--- config.mk ---
export PLATFORM = sky130hd
export DESIGN_NAME = asc_core
export DESIGN_NICKNAME = d
export VERILOG_FILES = /design/src/core/asc_pkg.sv /design/src/core/asc_core.sv
export SDC_FILE = /design/constraint.sdc
export NUM_CORES = 1
export LEC_CHECK = 0
export BUFFER_PORTS_ARGS = -buffer_cell sky130_fd_sc_hd__clkbuf_2
export CAP_MARGIN = 20
export CORE_ASPECT_RATIO = 2
export CORE_UTILIZATION = 60
export DETAILED_ROUTE_END_ITERATION = 7
export GPL_TIMING_DRIVEN = 0
export PLACE_DENSITY = 0.78
export SLEW_MARGIN = 20
export SYNTH_ARGS = -nofsm -noshare
export SYNTH_HDL_FRONTEND = slang
export SYNTH_SLANG_ARGS = --single-unit
--- constraint.sdc ---
create_clock -name clk -period 3.5 [get_ports clk]
set_clock_uncertainty 0.2 [all_clocks]
set_input_delay 1.05 -clock clk [delete_from_list [all_inputs] [get_ports clk]]
set_output_delay 1.05 -clock clk [all_outputs]
set_load 0.05 [all_outputs]
--- src/core/asc_pkg.sv ---
/*
 * Shared constants and types for the advertising and scan settings block.
 * Assumes a byte-wide command stream on the same clock as the core.
 */
package asc_pkg;
	// Frame framing
	localparam logic [7:0] FRAME_START  = 8'h02;
	localparam logic [7:0] SETTING_READ_REQUEST = 8'h10; // Get request code
	localparam logic [7:0] CMD_SET_REQ  = 8'h11;
	localparam logic [7:0] CONFIRM_BIT  = 8'h40;
	localparam logic [7:0] STATUS_OK    = 8'h00;
	localparam logic [7:0] STATUS_FAIL  = 8'h01;
	localparam logic [7:0] ZERO_BYTE    = 8'h00;
	localparam logic [2:0] HDR_BYTES    = 3'h5; // Start, cmd, two length, status
	localparam logic [2:0] PAY_KEEP     = 3'h3; // Payload bytes kept
	localparam logic [15:0] LEN_SET_WORD = 16'h0003; // Index plus two value bytes
	localparam logic [15:0] LEN_SET_BYTE = 16'h0002; // Index plus one value byte
	localparam logic [15:0] LEN_GET      = 16'h0001; // Index only
	// Settings indices
	localparam logic [7:0] IDX_ADV_TIMEOUT = 8'h07;
	localparam logic [7:0] IDX_SCAN_FACTOR = 8'h0A;
	localparam logic [7:0] IDX_ADV_FLAGS   = 8'h1D;
	// Value limits and reset values
	localparam logic [15:0] TIMEOUT_MAX    = 16'h028A; // 650 s
	localparam logic [15:0] TIMEOUT_RESET  = 16'h0000;
	localparam logic [7:0]  FACTOR_MIN     = 8'h01;
	localparam logic [7:0]  FACTOR_MAX     = 8'h0A;
	localparam logic [7:0]  FACTOR_RESET   = 8'h02;
	localparam logic [7:0]  FLAGS_MAX      = 8'h01;
	localparam logic [7:0]  FLAGS_RESET    = 8'h00;
	localparam int          FLAG_SAME_BIT  = 0;
	// Timing
	localparam int CLK_MHZ        = 100;
	localparam int SCAN_WINDOW_MS = 50;
	localparam int SCAN_WINDOW_CYC = SCAN_WINDOW_MS * 1000 * CLK_MHZ;
	localparam int SECOND_CYC     = 1000 * 1000 * CLK_MHZ;
	localparam logic [1:0] CHANNELS_LAST = 2'h2; // Three scan channels
	// Receive and answer sequencer, Gray along the usual path
	typedef enum logic [2:0] {
		ST_START = 3'h0,
		ST_CMD   = 3'h1,
		ST_LENL  = 3'h3,
		ST_LENH  = 3'h2,
		ST_PAY   = 3'h6,
		ST_SUM   = 3'h7,
		ST_TX    = 3'h5
	} asc_state_e;
	// Advertising packet content choice
	typedef enum logic [1:0] {
		ADV_NAME5_TXPWR = 2'h0, // Configured name, 5 bytes, plus power
		ADV_ADDR_NAME8  = 2'h1, // Name made from hardware_radio_address
		ADV_CFG_NAME8   = 2'h2  // Configured name, 8 bytes
	} asc_adv_e;
	// Stored settings
	typedef struct packed {
		logic [15:0] advertising_timeout_seconds;
		logic [7:0]  scan_interval_factor;
		logic [7:0]  advertising_content_flags;
	} asc_settings_s;
endpackage

--- src/core/asc_core.sv ---
/*
 * Command interpreter for advertising timeout, advertising content flags
 * and scan factor, with advertising timer and scan duty sequencer.
 * Assumes rx and tx byte streams from logic on the same clock.
 */
// Functional notes
// - Nonzero timeout counts whole seconds, 1..650
// - Timeout without peer: stop, enter system-off
// - Zero timeout advertises forever; default zero
// - Advertising timeout uses settings index 7
// - Flag clear, command mode: 5-byte name, power
// - Flag clear, peripheral-only: address name only
// - Flag set: 8-byte configured name always
// - Flags use index 29; 1 unifies content
// - Scan factor 1..10, default 2, interval ratio
// - Listen window, suspend factor-1 windows, switch
// - Scan factor uses settings index 10
`timescale 1ns/1ns
module asc_core #(
	parameter int SEC_CYC = asc_pkg::SECOND_CYC,     // Cycles per second
	parameter int WIN_CYC = asc_pkg::SCAN_WINDOW_CYC // Cycles per scan window
) (
	input  wire logic                   clk,            // Clock, 100 MHz
	input  wire logic                   arst_n,         // Async reset, low
	input  wire logic                   ce,             // Clock enable
	input  wire logic                   rx_valid,       // Request byte valid
	input  wire logic [7:0]             rx_data,        // Request byte
	output logic                        rx_ready,       // Byte taken
	output logic                        tx_valid,       // Answer byte valid
	output logic [7:0]                  tx_data,        // Answer byte
	input  wire logic                   tx_ready,       // Answer byte taken
	input  wire logic                   adv_start,      // Begin advertising
	input  wire logic                   peer_connected, // Peer has connected
	input  wire logic                   peripheral_only_mode, // Mode select
	input  wire logic                   scan_enable,    // Scanning wanted
	output logic                        advertising,    // Advertising active
	output logic                        system_off,     // Low power state
	output asc_pkg::asc_adv_e           adv_content,    // Packet content
	output logic                        scan_listen,    // Radio listening
	output logic                        channel_switch, // Channel step pulse
	output logic [1:0]                  scan_channel,   // Current channel
	output asc_pkg::asc_settings_s      settings        // Stored settings
);
	// Sequencer state
	asc_pkg::asc_state_e   st_q;       // Current state
	logic [7:0]            cmd_q;      // Request command
	logic [15:0]           len_q;      // Payload length
	logic [15:0]           cnt_q;      // Payload bytes seen
	logic [7:0]            rcs_q;      // Running receive checksum
	logic [7:0]            pay_q [3];  // First payload bytes
	asc_pkg::asc_settings_s set_q;     // Settings store
	// Answer state
	logic [7:0]            rsp_cmd_q;  // Answer code
	logic [7:0]            rsp_st_q;   // Answer status
	logic [15:0]           rsp_val_q;  // Answer value
	logic [1:0]            rsp_n_q;    // Value bytes in answer
	logic [2:0]            tidx_q;     // Index of byte on tx_data
	logic [7:0]            tcs_q;      // Checksum of bytes already sent
	logic [7:0]            tdat_q;     // Byte on tx_data
	// Advertising timer state
	logic                  adv_q;      // Advertising
	logic                  off_q;      // System off
	logic [31:0]           pre_q;      // Second prescaler
	logic [15:0]           secs_q;     // Elapsed seconds
	// Scan sequencer state
	logic [31:0]           wcyc_q;     // Cycle within window
	logic [7:0]            widx_q;     // Window within interval
	logic [1:0]            chan_q;     // Scan channel
	logic                  sw_q;       // Channel switch pulse

	// Byte handshake decode
	// Requests are refused while an answer goes out, so a host
	// that keeps sending simply stalls until the answer ends.
	// An answer byte moves on only when the host accepts it.
	wire rx_take  = ce && rx_valid && st_q != asc_pkg::ST_TX;
	wire tx_take  = ce && tx_ready && st_q == asc_pkg::ST_TX;
	wire [7:0] rcs_next = rcs_q ^ rx_data;
	wire [15:0] len_full = {rx_data, len_q[7:0]};
	wire pay_last = cnt_q + 16'h0001 == len_q;

	// Request decode on the checksum byte
	// Only the first three payload bytes are kept; a length that does
	// not match the setting's width is refused with a failure status.
	wire is_get = cmd_q == asc_pkg::SETTING_READ_REQUEST;
	wire is_set = cmd_q == asc_pkg::CMD_SET_REQ;
	wire [7:0] idx = pay_q[0];
	wire [15:0] v16 = {pay_q[2], pay_q[1]};
	wire [7:0] v8 = pay_q[1];
	wire hit_to = idx == asc_pkg::IDX_ADV_TIMEOUT;
	wire hit_sf = idx == asc_pkg::IDX_SCAN_FACTOR;
	wire hit_fl = idx == asc_pkg::IDX_ADV_FLAGS;
	wire ok_to = hit_to && len_q == asc_pkg::LEN_SET_WORD && v16 <= asc_pkg::TIMEOUT_MAX;
	wire ok_sf = hit_sf && len_q == asc_pkg::LEN_SET_BYTE && v8 >= asc_pkg::FACTOR_MIN
		&& v8 <= asc_pkg::FACTOR_MAX;
	wire ok_fl = hit_fl && len_q == asc_pkg::LEN_SET_BYTE && v8 <= asc_pkg::FLAGS_MAX;
	wire get_ok = is_get && len_q == asc_pkg::LEN_GET && (hit_to || hit_sf || hit_fl);
	wire set_ok = is_set && (ok_to || ok_sf || ok_fl);
	// A bad checksum drops the frame without any answer
	wire sum_ok = rx_take && st_q == asc_pkg::ST_SUM && rx_data == rcs_q;
	wire answer = sum_ok && (is_get || is_set);
	wire good = is_get ? get_ok : set_ok;
	wire [15:0] get_val = hit_to ? set_q.advertising_timeout_seconds
		: hit_sf ? {8'h00, set_q.scan_interval_factor}
		: {8'h00, set_q.advertising_content_flags};
	wire [1:0] get_n = hit_to ? 2'h2 : 2'h1;

	// Answer byte selection for the next index
	// Byte order: start, code, length low, length high, status,
	// value low, value high, checksum; value bytes only on reads.
	wire [2:0] tnext = tidx_q + 3'h1;
	wire [2:0] tlast = asc_pkg::HDR_BYTES + {1'b0, rsp_n_q};
	wire [7:0] tcs_next = tcs_q ^ tdat_q;
	wire [7:0] val_byte = tnext == asc_pkg::HDR_BYTES ? rsp_val_q[7:0]
		: rsp_val_q[15:8];
	wire [7:0] tsel = tnext == 3'h1 ? rsp_cmd_q
		: tnext == 3'h2 ? 8'h01 + {6'h00, rsp_n_q}
		: tnext == 3'h3 ? asc_pkg::ZERO_BYTE
		: tnext == 3'h4 ? rsp_st_q
		: tnext == tlast ? tcs_next : val_byte;

	// Handshake outputs are decoded straight from the state
	assign rx_ready = st_q != asc_pkg::ST_TX;
	assign tx_valid = st_q == asc_pkg::ST_TX;
	assign tx_data  = tdat_q;
	assign settings = set_q;

	// Next state of the request and answer sequencer
	// Bytes that do not open a frame are dropped while idle;
	// an answer only follows a set or get with a good checksum.
	asc_pkg::asc_state_e st_d;
	always_comb begin
		st_d = st_q;
		unique case (st_q)
			asc_pkg::ST_START: if (rx_take && rx_data == asc_pkg::FRAME_START) begin
				st_d = asc_pkg::ST_CMD;
			end
			asc_pkg::ST_CMD:  if (rx_take) st_d = asc_pkg::ST_LENL;
			asc_pkg::ST_LENL: if (rx_take) st_d = asc_pkg::ST_LENH;
			asc_pkg::ST_LENH: if (rx_take) begin
				st_d = len_full == 16'h0000 ? asc_pkg::ST_SUM : asc_pkg::ST_PAY;
			end
			asc_pkg::ST_PAY:  if (rx_take && pay_last) st_d = asc_pkg::ST_SUM;
			asc_pkg::ST_SUM:  if (rx_take) begin
				st_d = answer ? asc_pkg::ST_TX : asc_pkg::ST_START;
			end
			asc_pkg::ST_TX:   if (tx_take && tidx_q == tlast) st_d = asc_pkg::ST_START;
			default:          st_d = asc_pkg::ST_START;
		endcase
	end

	// Frame capture
	// The running checksum restarts on the start byte; the checksum
	// byte must equal the XOR of everything before it.
	// Length arrives low byte first.
	always_ff @(posedge clk or negedge arst_n) begin
		if (!arst_n) begin
			st_q   <= asc_pkg::ST_START;
			cmd_q  <= 8'h00;
			len_q  <= 16'h0000;
			cnt_q  <= 16'h0000;
			rcs_q  <= 8'h00;
			pay_q  <= '{default: 8'h00};
		end else if (ce) begin
			st_q <= st_d;
			if (rx_take) begin
				rcs_q <= rcs_next;
				if (st_q == asc_pkg::ST_START) rcs_q <= rx_data;
				if (st_q == asc_pkg::ST_CMD)   cmd_q <= rx_data;
				if (st_q == asc_pkg::ST_LENL)  len_q <= {8'h00, rx_data};
				if (st_q == asc_pkg::ST_LENH)  len_q <= len_full;
				if (st_q == asc_pkg::ST_LENH)  cnt_q <= 16'h0000;
				if (st_q == asc_pkg::ST_PAY)   cnt_q <= cnt_q + 16'h0001;
				if (st_q == asc_pkg::ST_PAY && cnt_q < {13'h0, asc_pkg::PAY_KEEP}) begin
					pay_q[cnt_q[1:0]] <= rx_data;
				end
			end
		end
	end

	// Settings store, written by accepted set requests
	// A refused value leaves the stored setting as it was.
	// Reset values: no timeout, factor two, flags clear.
	always_ff @(posedge clk or negedge arst_n) begin
		if (!arst_n) begin
			set_q.advertising_timeout_seconds <= asc_pkg::TIMEOUT_RESET;
			set_q.scan_interval_factor        <= asc_pkg::FACTOR_RESET;
			set_q.advertising_content_flags   <= asc_pkg::FLAGS_RESET;
		end else if (ce && answer && set_ok) begin
			if (ok_to) set_q.advertising_timeout_seconds <= v16;
			if (ok_sf) set_q.scan_interval_factor <= v8;
			if (ok_fl) set_q.advertising_content_flags <= v8;
		end
	end

	// Answer framing and byte output
	// The start byte is loaded when the request is accepted; each
	// accepted answer byte then loads the one after it.
	// A failed request answers with status only, no value bytes.
	always_ff @(posedge clk or negedge arst_n) begin
		if (!arst_n) begin
			rsp_cmd_q <= 8'h00;
			rsp_st_q  <= 8'h00;
			rsp_val_q <= 16'h0000;
			rsp_n_q   <= 2'h0;
			tidx_q    <= 3'h0;
			tcs_q     <= 8'h00;
			tdat_q    <= 8'h00;
		end else if (ce) begin
			if (answer) begin
				rsp_cmd_q <= cmd_q | asc_pkg::CONFIRM_BIT;
				rsp_st_q  <= good ? asc_pkg::STATUS_OK : asc_pkg::STATUS_FAIL;
				rsp_val_q <= get_val;
				rsp_n_q   <= is_get && good ? get_n : 2'h0;
				tidx_q    <= 3'h0;
				tcs_q     <= 8'h00;
				tdat_q    <= asc_pkg::FRAME_START;
			end else if (tx_take) begin
				tidx_q <= tnext;
				tcs_q  <= tcs_next;
				tdat_q <= tsel;
			end
		end
	end

	// Advertising timer and power-down
	// The prescaler only runs while a nonzero timeout is armed;
	// a zero timeout therefore leaves advertising up forever.
	// Expiry compares whole elapsed seconds with the setting.
	wire to_zero = set_q.advertising_timeout_seconds == 16'h0000;
	wire sec_tick = pre_q == SEC_CYC - 1;
	wire expired = !to_zero && secs_q == set_q.advertising_timeout_seconds;
	always_ff @(posedge clk or negedge arst_n) begin
		if (!arst_n) begin
			adv_q  <= 1'b0;
			off_q  <= 1'b0;
			pre_q  <= 32'h0;
			secs_q <= 16'h0000;
		end else if (ce) begin
			// A due power-down beats a restart in the same cycle
			if (adv_q && expired && !peer_connected) begin
				adv_q <= 1'b0;
				off_q <= 1'b1;
			end else if (adv_start) begin
				adv_q  <= 1'b1;
				off_q  <= 1'b0;
				pre_q  <= 32'h0;
				secs_q <= 16'h0000;
			end else if (adv_q && peer_connected) begin
				adv_q <= 1'b0; // Peer stops it, no power-down
			end else if (adv_q && !to_zero) begin
				pre_q <= sec_tick ? 32'h0 : pre_q + 32'h1;
				if (sec_tick) secs_q <= secs_q + 16'h0001;
			end
		end
	end
	assign advertising = adv_q;
	assign system_off  = off_q;

	// Advertising packet content selection
	// Flag bit 0 set gives every mode the same packet; with it clear,
	// command mode adds the power level and peripheral-only mode
	// sends the name made from the hardware address.
	wire same_all = set_q.advertising_content_flags[asc_pkg::FLAG_SAME_BIT];
	assign adv_content = same_all ? asc_pkg::ADV_CFG_NAME8
		: peripheral_only_mode ? asc_pkg::ADV_ADDR_NAME8
		: asc_pkg::ADV_NAME5_TXPWR;

	// Scan duty cycle: one listening window, factor-1 suspended windows
	// Listening is window zero of each interval.
	// Disabling scan restarts the interval; the channel is kept.
	wire win_end = wcyc_q == WIN_CYC - 1;
	wire int_end = widx_q + 8'h01 >= set_q.scan_interval_factor;
	always_ff @(posedge clk or negedge arst_n) begin
		if (!arst_n) begin
			wcyc_q <= 32'h0;
			widx_q <= 8'h00;
			chan_q <= 2'h0;
			sw_q   <= 1'b0;
		end else if (ce) begin
			sw_q <= 1'b0;
			if (!scan_enable) begin
				wcyc_q <= 32'h0;
				widx_q <= 8'h00;
			end else if (win_end) begin
				wcyc_q <= 32'h0;
				widx_q <= int_end ? 8'h00 : widx_q + 8'h01;
				if (int_end) begin
					sw_q   <= 1'b1;
					chan_q <= chan_q == asc_pkg::CHANNELS_LAST ? 2'h0 : chan_q + 2'h1;
				end
			end else begin
				wcyc_q <= wcyc_q + 32'h1;
			end
		end
	end
	assign scan_listen    = scan_enable && widx_q == 8'h00;
	assign channel_switch = sw_q;
	assign scan_channel   = chan_q;
endmodule

==> metrics.yaml, run 1 <==
layout_commonest_cell: "dfrtp_1"
clockPowerShare_pct: 35.6
cts_setup_buffers: 0
wl_per_cell_um: 19.16
globalplace.congestion: 0.9130
syn_area_mm2: 0.01289
fmax_mhz: 295.4
status: "complete, no violations"
port_buffers: 56
final_core_util_pct: 68.70
hold_viol: 0
p_int_mw: 5.373
setup_tns_ns: 0
cts.sinks: 246
cts-htree-levels: 1
irDropWorstVdd_mv: 0.4305
synthesis.nets: 1371
tritoncts: "yes"
yosys_warnings: 0
dpl.hpwl_um: 23770
final_nets: 1454
synth_area_leader_cell: "dfrtp_1"
yosys-top-cells-area: "dfrtp_1 48%, xor2_1 5.2%, mux2_2 4.5%"
rsz0062_at_grt: "no"
setup_ws_ns: 0.1143
worstHoldPathType: "reg2reg"
synth_top_area_share_pct: 47.55
pwr-share-comb_pct: 20.3
most-common-layout-cells: "245 x dfrtp_1, 151 x nand2_1, 124 x nor2_1, 100 x o21ai_0, 76 x xor2_1"
grt_max_degree: 71
ys_seq_area_share_pct: 47.75
criticalPathCategory: "reg2out"
place_inst: 1659
slew_headroom_pct: 27.63
route.detailed.drc: 0
hp-start: "rsp_cmd_q[6]"
avgSynthCellArea_um2: 9.687
clkTransAtPathRegs_ns: 0.07
cts_buffer_depth: 3
drive_gt1_share_pct: 13.58
fin_crit_ns: 3.386
drt_iter0_drc: 569
swShare_pct: 29.99
fillers: 1641
wl_um: 32540
via_per_inst: 6.071
dr_total_vias: 10310
dieArea_mm2: 0.02211
setup_viol_count_final: 0
area_delta_synth_final_pct: 11.99
antenna_left: 0
rows: 75
first_global_vias: 10820
post-place-ws_ns: -0.2828
path_max_fanout: 7
first_pass_iters: 5
power.density_mw_per_mm2: 531.5
synth_seq_cells: 246
p_sw_mw: 2.302
max_cap_viol_count: 0
grt_pass1_wl_um: 53010
critPathLaunch: "widx_q[2]"
cts_buffers: 22
clk_latency_ns: 0.52
ff_latch_area_mm2: 0.006157
overflow: 0
cts-root-buf: "clkbuf_16"
synth-edff-count: 0
maxSlewViolCount: 0
cp_slowest_cell: "or4_1"
synth_cells: 1331
async_flop_share_pct: 100.0
synthFlopType: "dfrtp_1"
cp-end-kind: "output port"
start_kind: "register"
synth_cell_types: 69
coreArea_mm2: 0.02102
arrival_ns: 2.14
r2r-start: "widx_q[0]"
fin_crit_sh_pct: 96.73
multi_input_area_mm2: 0.006340
antenna_found_initial: 0
start_util_pct: 61.34
worstMarginPinSlew_ns: 1.077
crit_chain: "or4_1 > nor4_2 > clkbuf_2"
sequentialPowerShare_pct: 44.1
cellLeakagePower_nw: 6.810
die_y_um: 209.3
grt.total_usage_pct: 30.23
required_ns: 2.25
diodes: 0
finalNonFillerCells: 1698
ioPinCount: 67
die_x_um: 105.7
cpPeakStageDelay_ns: 0.57
[worst paths after layout]
| kind | end | slack, ns | depth (start not counted) |
|---|---|---|---|
| worst max-delay path | scan_listen | 0.11 | 3 |
| worst min-delay path | rsp_cmd_q[6] | 0.28 | 1 |
| worst max register to register | scan_channel[1] | 0.24 | 12 |
| worst min register to register | rsp_cmd_q[6] | 0.28 | 1 |
| max in group asynchronous | settings[9] | 1.73 | 3 |
| min in group asynchronous | tcs_q[3] | 0.30 | 1 |
[registers in the layout, summed over array words and instances, names as in the netlist, 2 cells and up, named ones only]
name and flops:
pre_q 32, settings 32, wcyc_q 32, cnt_q 16, len_q 16, rsp_val_q 16
secs_q 16, cmd_q 8, idx 8, pay_q 8, rcs_q 8, rsp_cmd_q 8
tcs_q 8, tx_data 8, v8 8, widx_q 8, tidx_q 3, rsp_n_q 2
scan_channel 2, st_q 2
[cell usage after synthesis, types with 14 or more instances]
| library cell | instances |
|---|---|
| dfrtp_1 | 245 |
| nand2_1 | 151 |
| nor2_1 | 124 |
| o21ai_0 | 100 |
| xor2_1 | 76 |
| nand3_1 | 61 |
| mux2_2 | 52 |
| xnor2_1 | 47 |
| clkbuf_1 | 46 |
| inv_1 | 35 |
| nor4_1 | 32 |
| a21oi_1 | 29 |
| nand4_1 | 27 |
| ha_1 | 23 |
| and2_1 | 20 |
| nor3_1 | 20 |
| mux2i_1 | 19 |
| a21o_1 | 17 |
| o31ai_1 | 16 |
| and3_1 | 15 |
| buf_2 | 14 |
| nand2b_1 | 14 |
| nor2b_1 | 14 |
[layer usage]
layer	vias up	GRT usage, %	wire, um
li1	4831	-	-
met1	5126	30.92	11390
met2	241	57.29	18260
met3	110	3.137	961
met4	0	19.25	1932
met5	-	0	0
[area by class of cell]
type / count / area share (%)
timing repair buffer: 59 / 2.573
multi-input combinational: 983 / 43.90
inverter: 35 / 0.9098
clock buffer: 31 / 4.679
tap: 269 / 2.331
clock inverter: 8 / 0.9964
buffer: 67 / 1.967
sequential: 246 / 42.64
[power groups by stage]
| stage | sequential, mW | combinational, mW | clock, mW |
|---|---|---|---|
| 2_1_floorplan | 3.39 | 1.12 | 0 |
| 3_3_place_gp | 3.42 | 1.49 | 0 |
| 3_5_place_dp | 3.43 | 1.55 | 0 |
| 4_1_cts | 3.38 | 1.56 | 2.77 |
| 5_1_grt | 3.43 | 1.71 | 2.87 |
| 6_report | 3.39 | 1.56 | 2.73 |
[worst max-delay path: cells and delay by family (launching register included)]
kind | cells | cell delay (ns)
AND/OR/NAND/NOR | 2 | 0.83
flip-flops | 1 | 0.46
buffers and inverters | 1 | 0.33
[repair_timing]
item	CTS	global route
resized for setup	0	2
hold buffers	0	0
endpoints found under the setup margin	0	4
hold endpoints to repair	0	0
[stage by stage]
stage	power, mW	cell area [um^2]	hold slack, ns
after floorplan	4.509	12900	0.2351
after global placement	4.908	13520	0.2497
after detailed placement	4.980	13610	0.2612
after CTS	7.707	14430	0.2775
after global routing	8.005	14440	0.2977
final	7.675	14440	0.2763
[cell families (layout without fill, tap and decap cells)]
family,count (synthesis),count (layout),synth area share (%)
simple gates,536,536,20.91
fa+ha+maj,23,23,2.232
xor+xnor,123,123,8.355
flops,246,246,47.75
compound gates,226,226,11.04
mux,75,75,6.482
buf+inv,102,200,3.222
(Power assumes the default switching activity.)
==> inputs of run 2 (changes only) <==
--- a/config.mk
+++ b/config.mk
@@ -12,6 +12,7 @@
 export DETAILED_ROUTE_END_ITERATION = 7
 export GPL_TIMING_DRIVEN = 0
 export PLACE_DENSITY = 0.78
+export RECOVER_POWER = 100
 export SLEW_MARGIN = 20
 export SYNTH_ARGS = -nofsm -noshare
 export SYNTH_HDL_FRONTEND = slang
==> metrics.yaml, run 2 (synthesis results as in run 1) <==
status: "complete, no violations"  # unchanged
fillers: 1682  # was 1641
arrival_ns: 2.14  # about the same
clkTransAtPathRegs_ns: 0.07  # about the same
required_ns: 2.25  # about the same
fmax_mhz: 295.1  # was 295.4 MHz
fin_crit_sh_pct: 96.80  # was 96.73%
most-common-layout-cells: "245 x dfrtp_1, 151 x nand2_1, 124 x nor2_1, 101 x o21ai_0, 100 x clkbuf_1"  # was 245 x dfrtp_1, 151 x nand2_1, 124 x nor2_1, 100 x o21ai_0, 76 x xor2_1
maxSlewViolCount: 0  # unchanged
clk_latency_ns: 0.52  # about the same
cts.sinks: 246  # unchanged
post-place-ws_ns: -0.2828  # unchanged
cts_buffer_depth: 3  # unchanged
via_per_inst: 6.074  # was 6.071
criticalPathCategory: "reg2out"  # unchanged
cellLeakagePower_nw: 6.598  # was 6.810 nW
worstHoldPathType: "reg2reg"  # unchanged
hold_buffers: 0  # unchanged
path_max_fanout: 7  # unchanged
crit_chain: "or4_1 > nor4_2 > clkbuf_2"  # unchanged
layout_commonest_cell: "dfrtp_1"  # unchanged
wl_per_cell_um: 19.19  # was 19.16 um
hold_viol: 0  # unchanged
dieArea_mm2: 0.02211  # unchanged
p_total_mw: 7.662  # was 7.675 mW
drive_gt1_share_pct: 9.657  # was 13.58%
drt_iter0_drc: 610  # was 569
dr_total_vias: 10310  # about the same
setup_ws_ns: 0.1119  # was 0.1143 ns
cts-htree-levels: 1  # unchanged
antenna_left: 0  # unchanged
irDropWorstVdd_mv: 0.4328  # was 0.4305 mV
grt_pass1_wl_um: 53010  # unchanged
antenna_found_initial: 0  # unchanged
port_buffers: 56  # unchanged
coreArea_mm2: 0.02102  # unchanged
start_kind: "register"  # unchanged
grt.total_usage_pct: 30.23  # unchanged
cts_setup_buffers: 0  # unchanged
die_y_um: 209.3  # unchanged
grt_max_degree: 71  # unchanged
final_nets: 1454  # unchanged
fin_crit_ns: 3.388  # was 3.386 ns
wl_um: 32580  # was 32540 um
rows: 75  # unchanged
diodes: 0  # unchanged
cp_slowest_cell: "or4_1"  # unchanged
start_util_pct: 61.34  # unchanged
tritoncts: "yes"  # unchanged
overflow: 0  # unchanged
area_delta_synth_final_pct: 10.91  # was 11.99%
first_pass_iters: 6  # was 5
cts_buffers: 22  # unchanged
cts-root-buf: "clkbuf_16"  # unchanged
rsz0062_at_grt: "no"  # unchanged
setup_viol_count_final: 0  # unchanged
first_global_vias: 10820  # unchanged
max_cap_viol_count: 0  # unchanged
globalplace.congestion: 0.9130  # unchanged
ioPinCount: 67  # unchanged
cts_resized: 0  # unchanged
worstMarginPinSlew_ns: 1.401  # was 1.077 ns
cp-end-kind: "output port"  # unchanged
dpl.hpwl_um: 23770  # unchanged
cpPeakStageDelay_ns: 0.57  # about the same
die_x_um: 105.7  # unchanged
slew_headroom_pct: 6.604  # was 27.63%
route.detailed.drc: 0  # unchanged
power.density_mw_per_mm2: 535.8  # was 531.5 mW/mm^2
## run 2: changes by cell type in the layout (fill, tap and decap cells not counted), sizes merged
cell    before  now
buf         24   15
clkbuf     133  142
## run 2: final timing paths
path / from / slack, ns / end / depth (start not counted)
max: widx_q[2] / 0.11 / scan_listen / 3
min: rsp_cmd_q[6] / 0.28 / rsp_cmd_q[6] / 1
max reg2reg: pre_q[0] / 0.24 / pre_q[9] / 9
min reg2reg: rsp_cmd_q[6] / 0.28 / rsp_cmd_q[6] / 1
max in group asynchronous: arst_n / 0.46 / settings[9] / 3
min in group asynchronous: arst_n / 0.64 / cmd_q[6] / 1
## run 2: power breakdown
group | switching (mW) | internal, mW | total [mW] | leakage, nW
clock | 1.08 | 1.64 | 2.73 | 0.408
sequential | 0.272 | 3.11 | 3.39 | 3.32
combinational | 0.943 | 0.606 | 1.55 | 2.87
## run 2: layout make-up
class,count,area (um^2),share of cell area [%]
plain buffers,67,281.5,1.969
clock buffers,31,675.6,4.725
clock inverters,8,143.9,1.006
inverters,35,131.4,0.9187
multi-input cells,983,6320,44.19
flip-flops and latches,246,6157,43.06
well taps,269,336.6,2.354
repair buffers,59,254.0,1.776
## run 2: metrics by stage
stage	instance area (um^2)	setup TNS (ns)	hold WS [ns]	std cells	util [%]
detailed placement	13610	-9.848	0.2612	1659	64.74
global route	14300	0	0.2977	1698	68.03
floorplan	12900	0	0.2351	1331	-
CTS	14430	0	0.2775	1698	68.64
global placement	13520	-925.78	0.2497	1656	64.30
finish	14300	0	0.2750	1698	68.03
## run 2: worst max-delay path: cells and delay by family (launching register included)
| kind | cells | cell delay, ns |
|---|---|---|
| simple gates | 2 | 0.83 |
| flops | 1 | 0.46 |
| buf+inv | 1 | 0.33 |
## run 2: layer usage
metal  vias up  GRT usage, %  routed length [um]
met4         0         19.25                1970
met2       260         57.29               18240
li1       4833             -                   -
met5         -             0                   0
met1      5106         30.92               11420
met3       114         3.137                 959
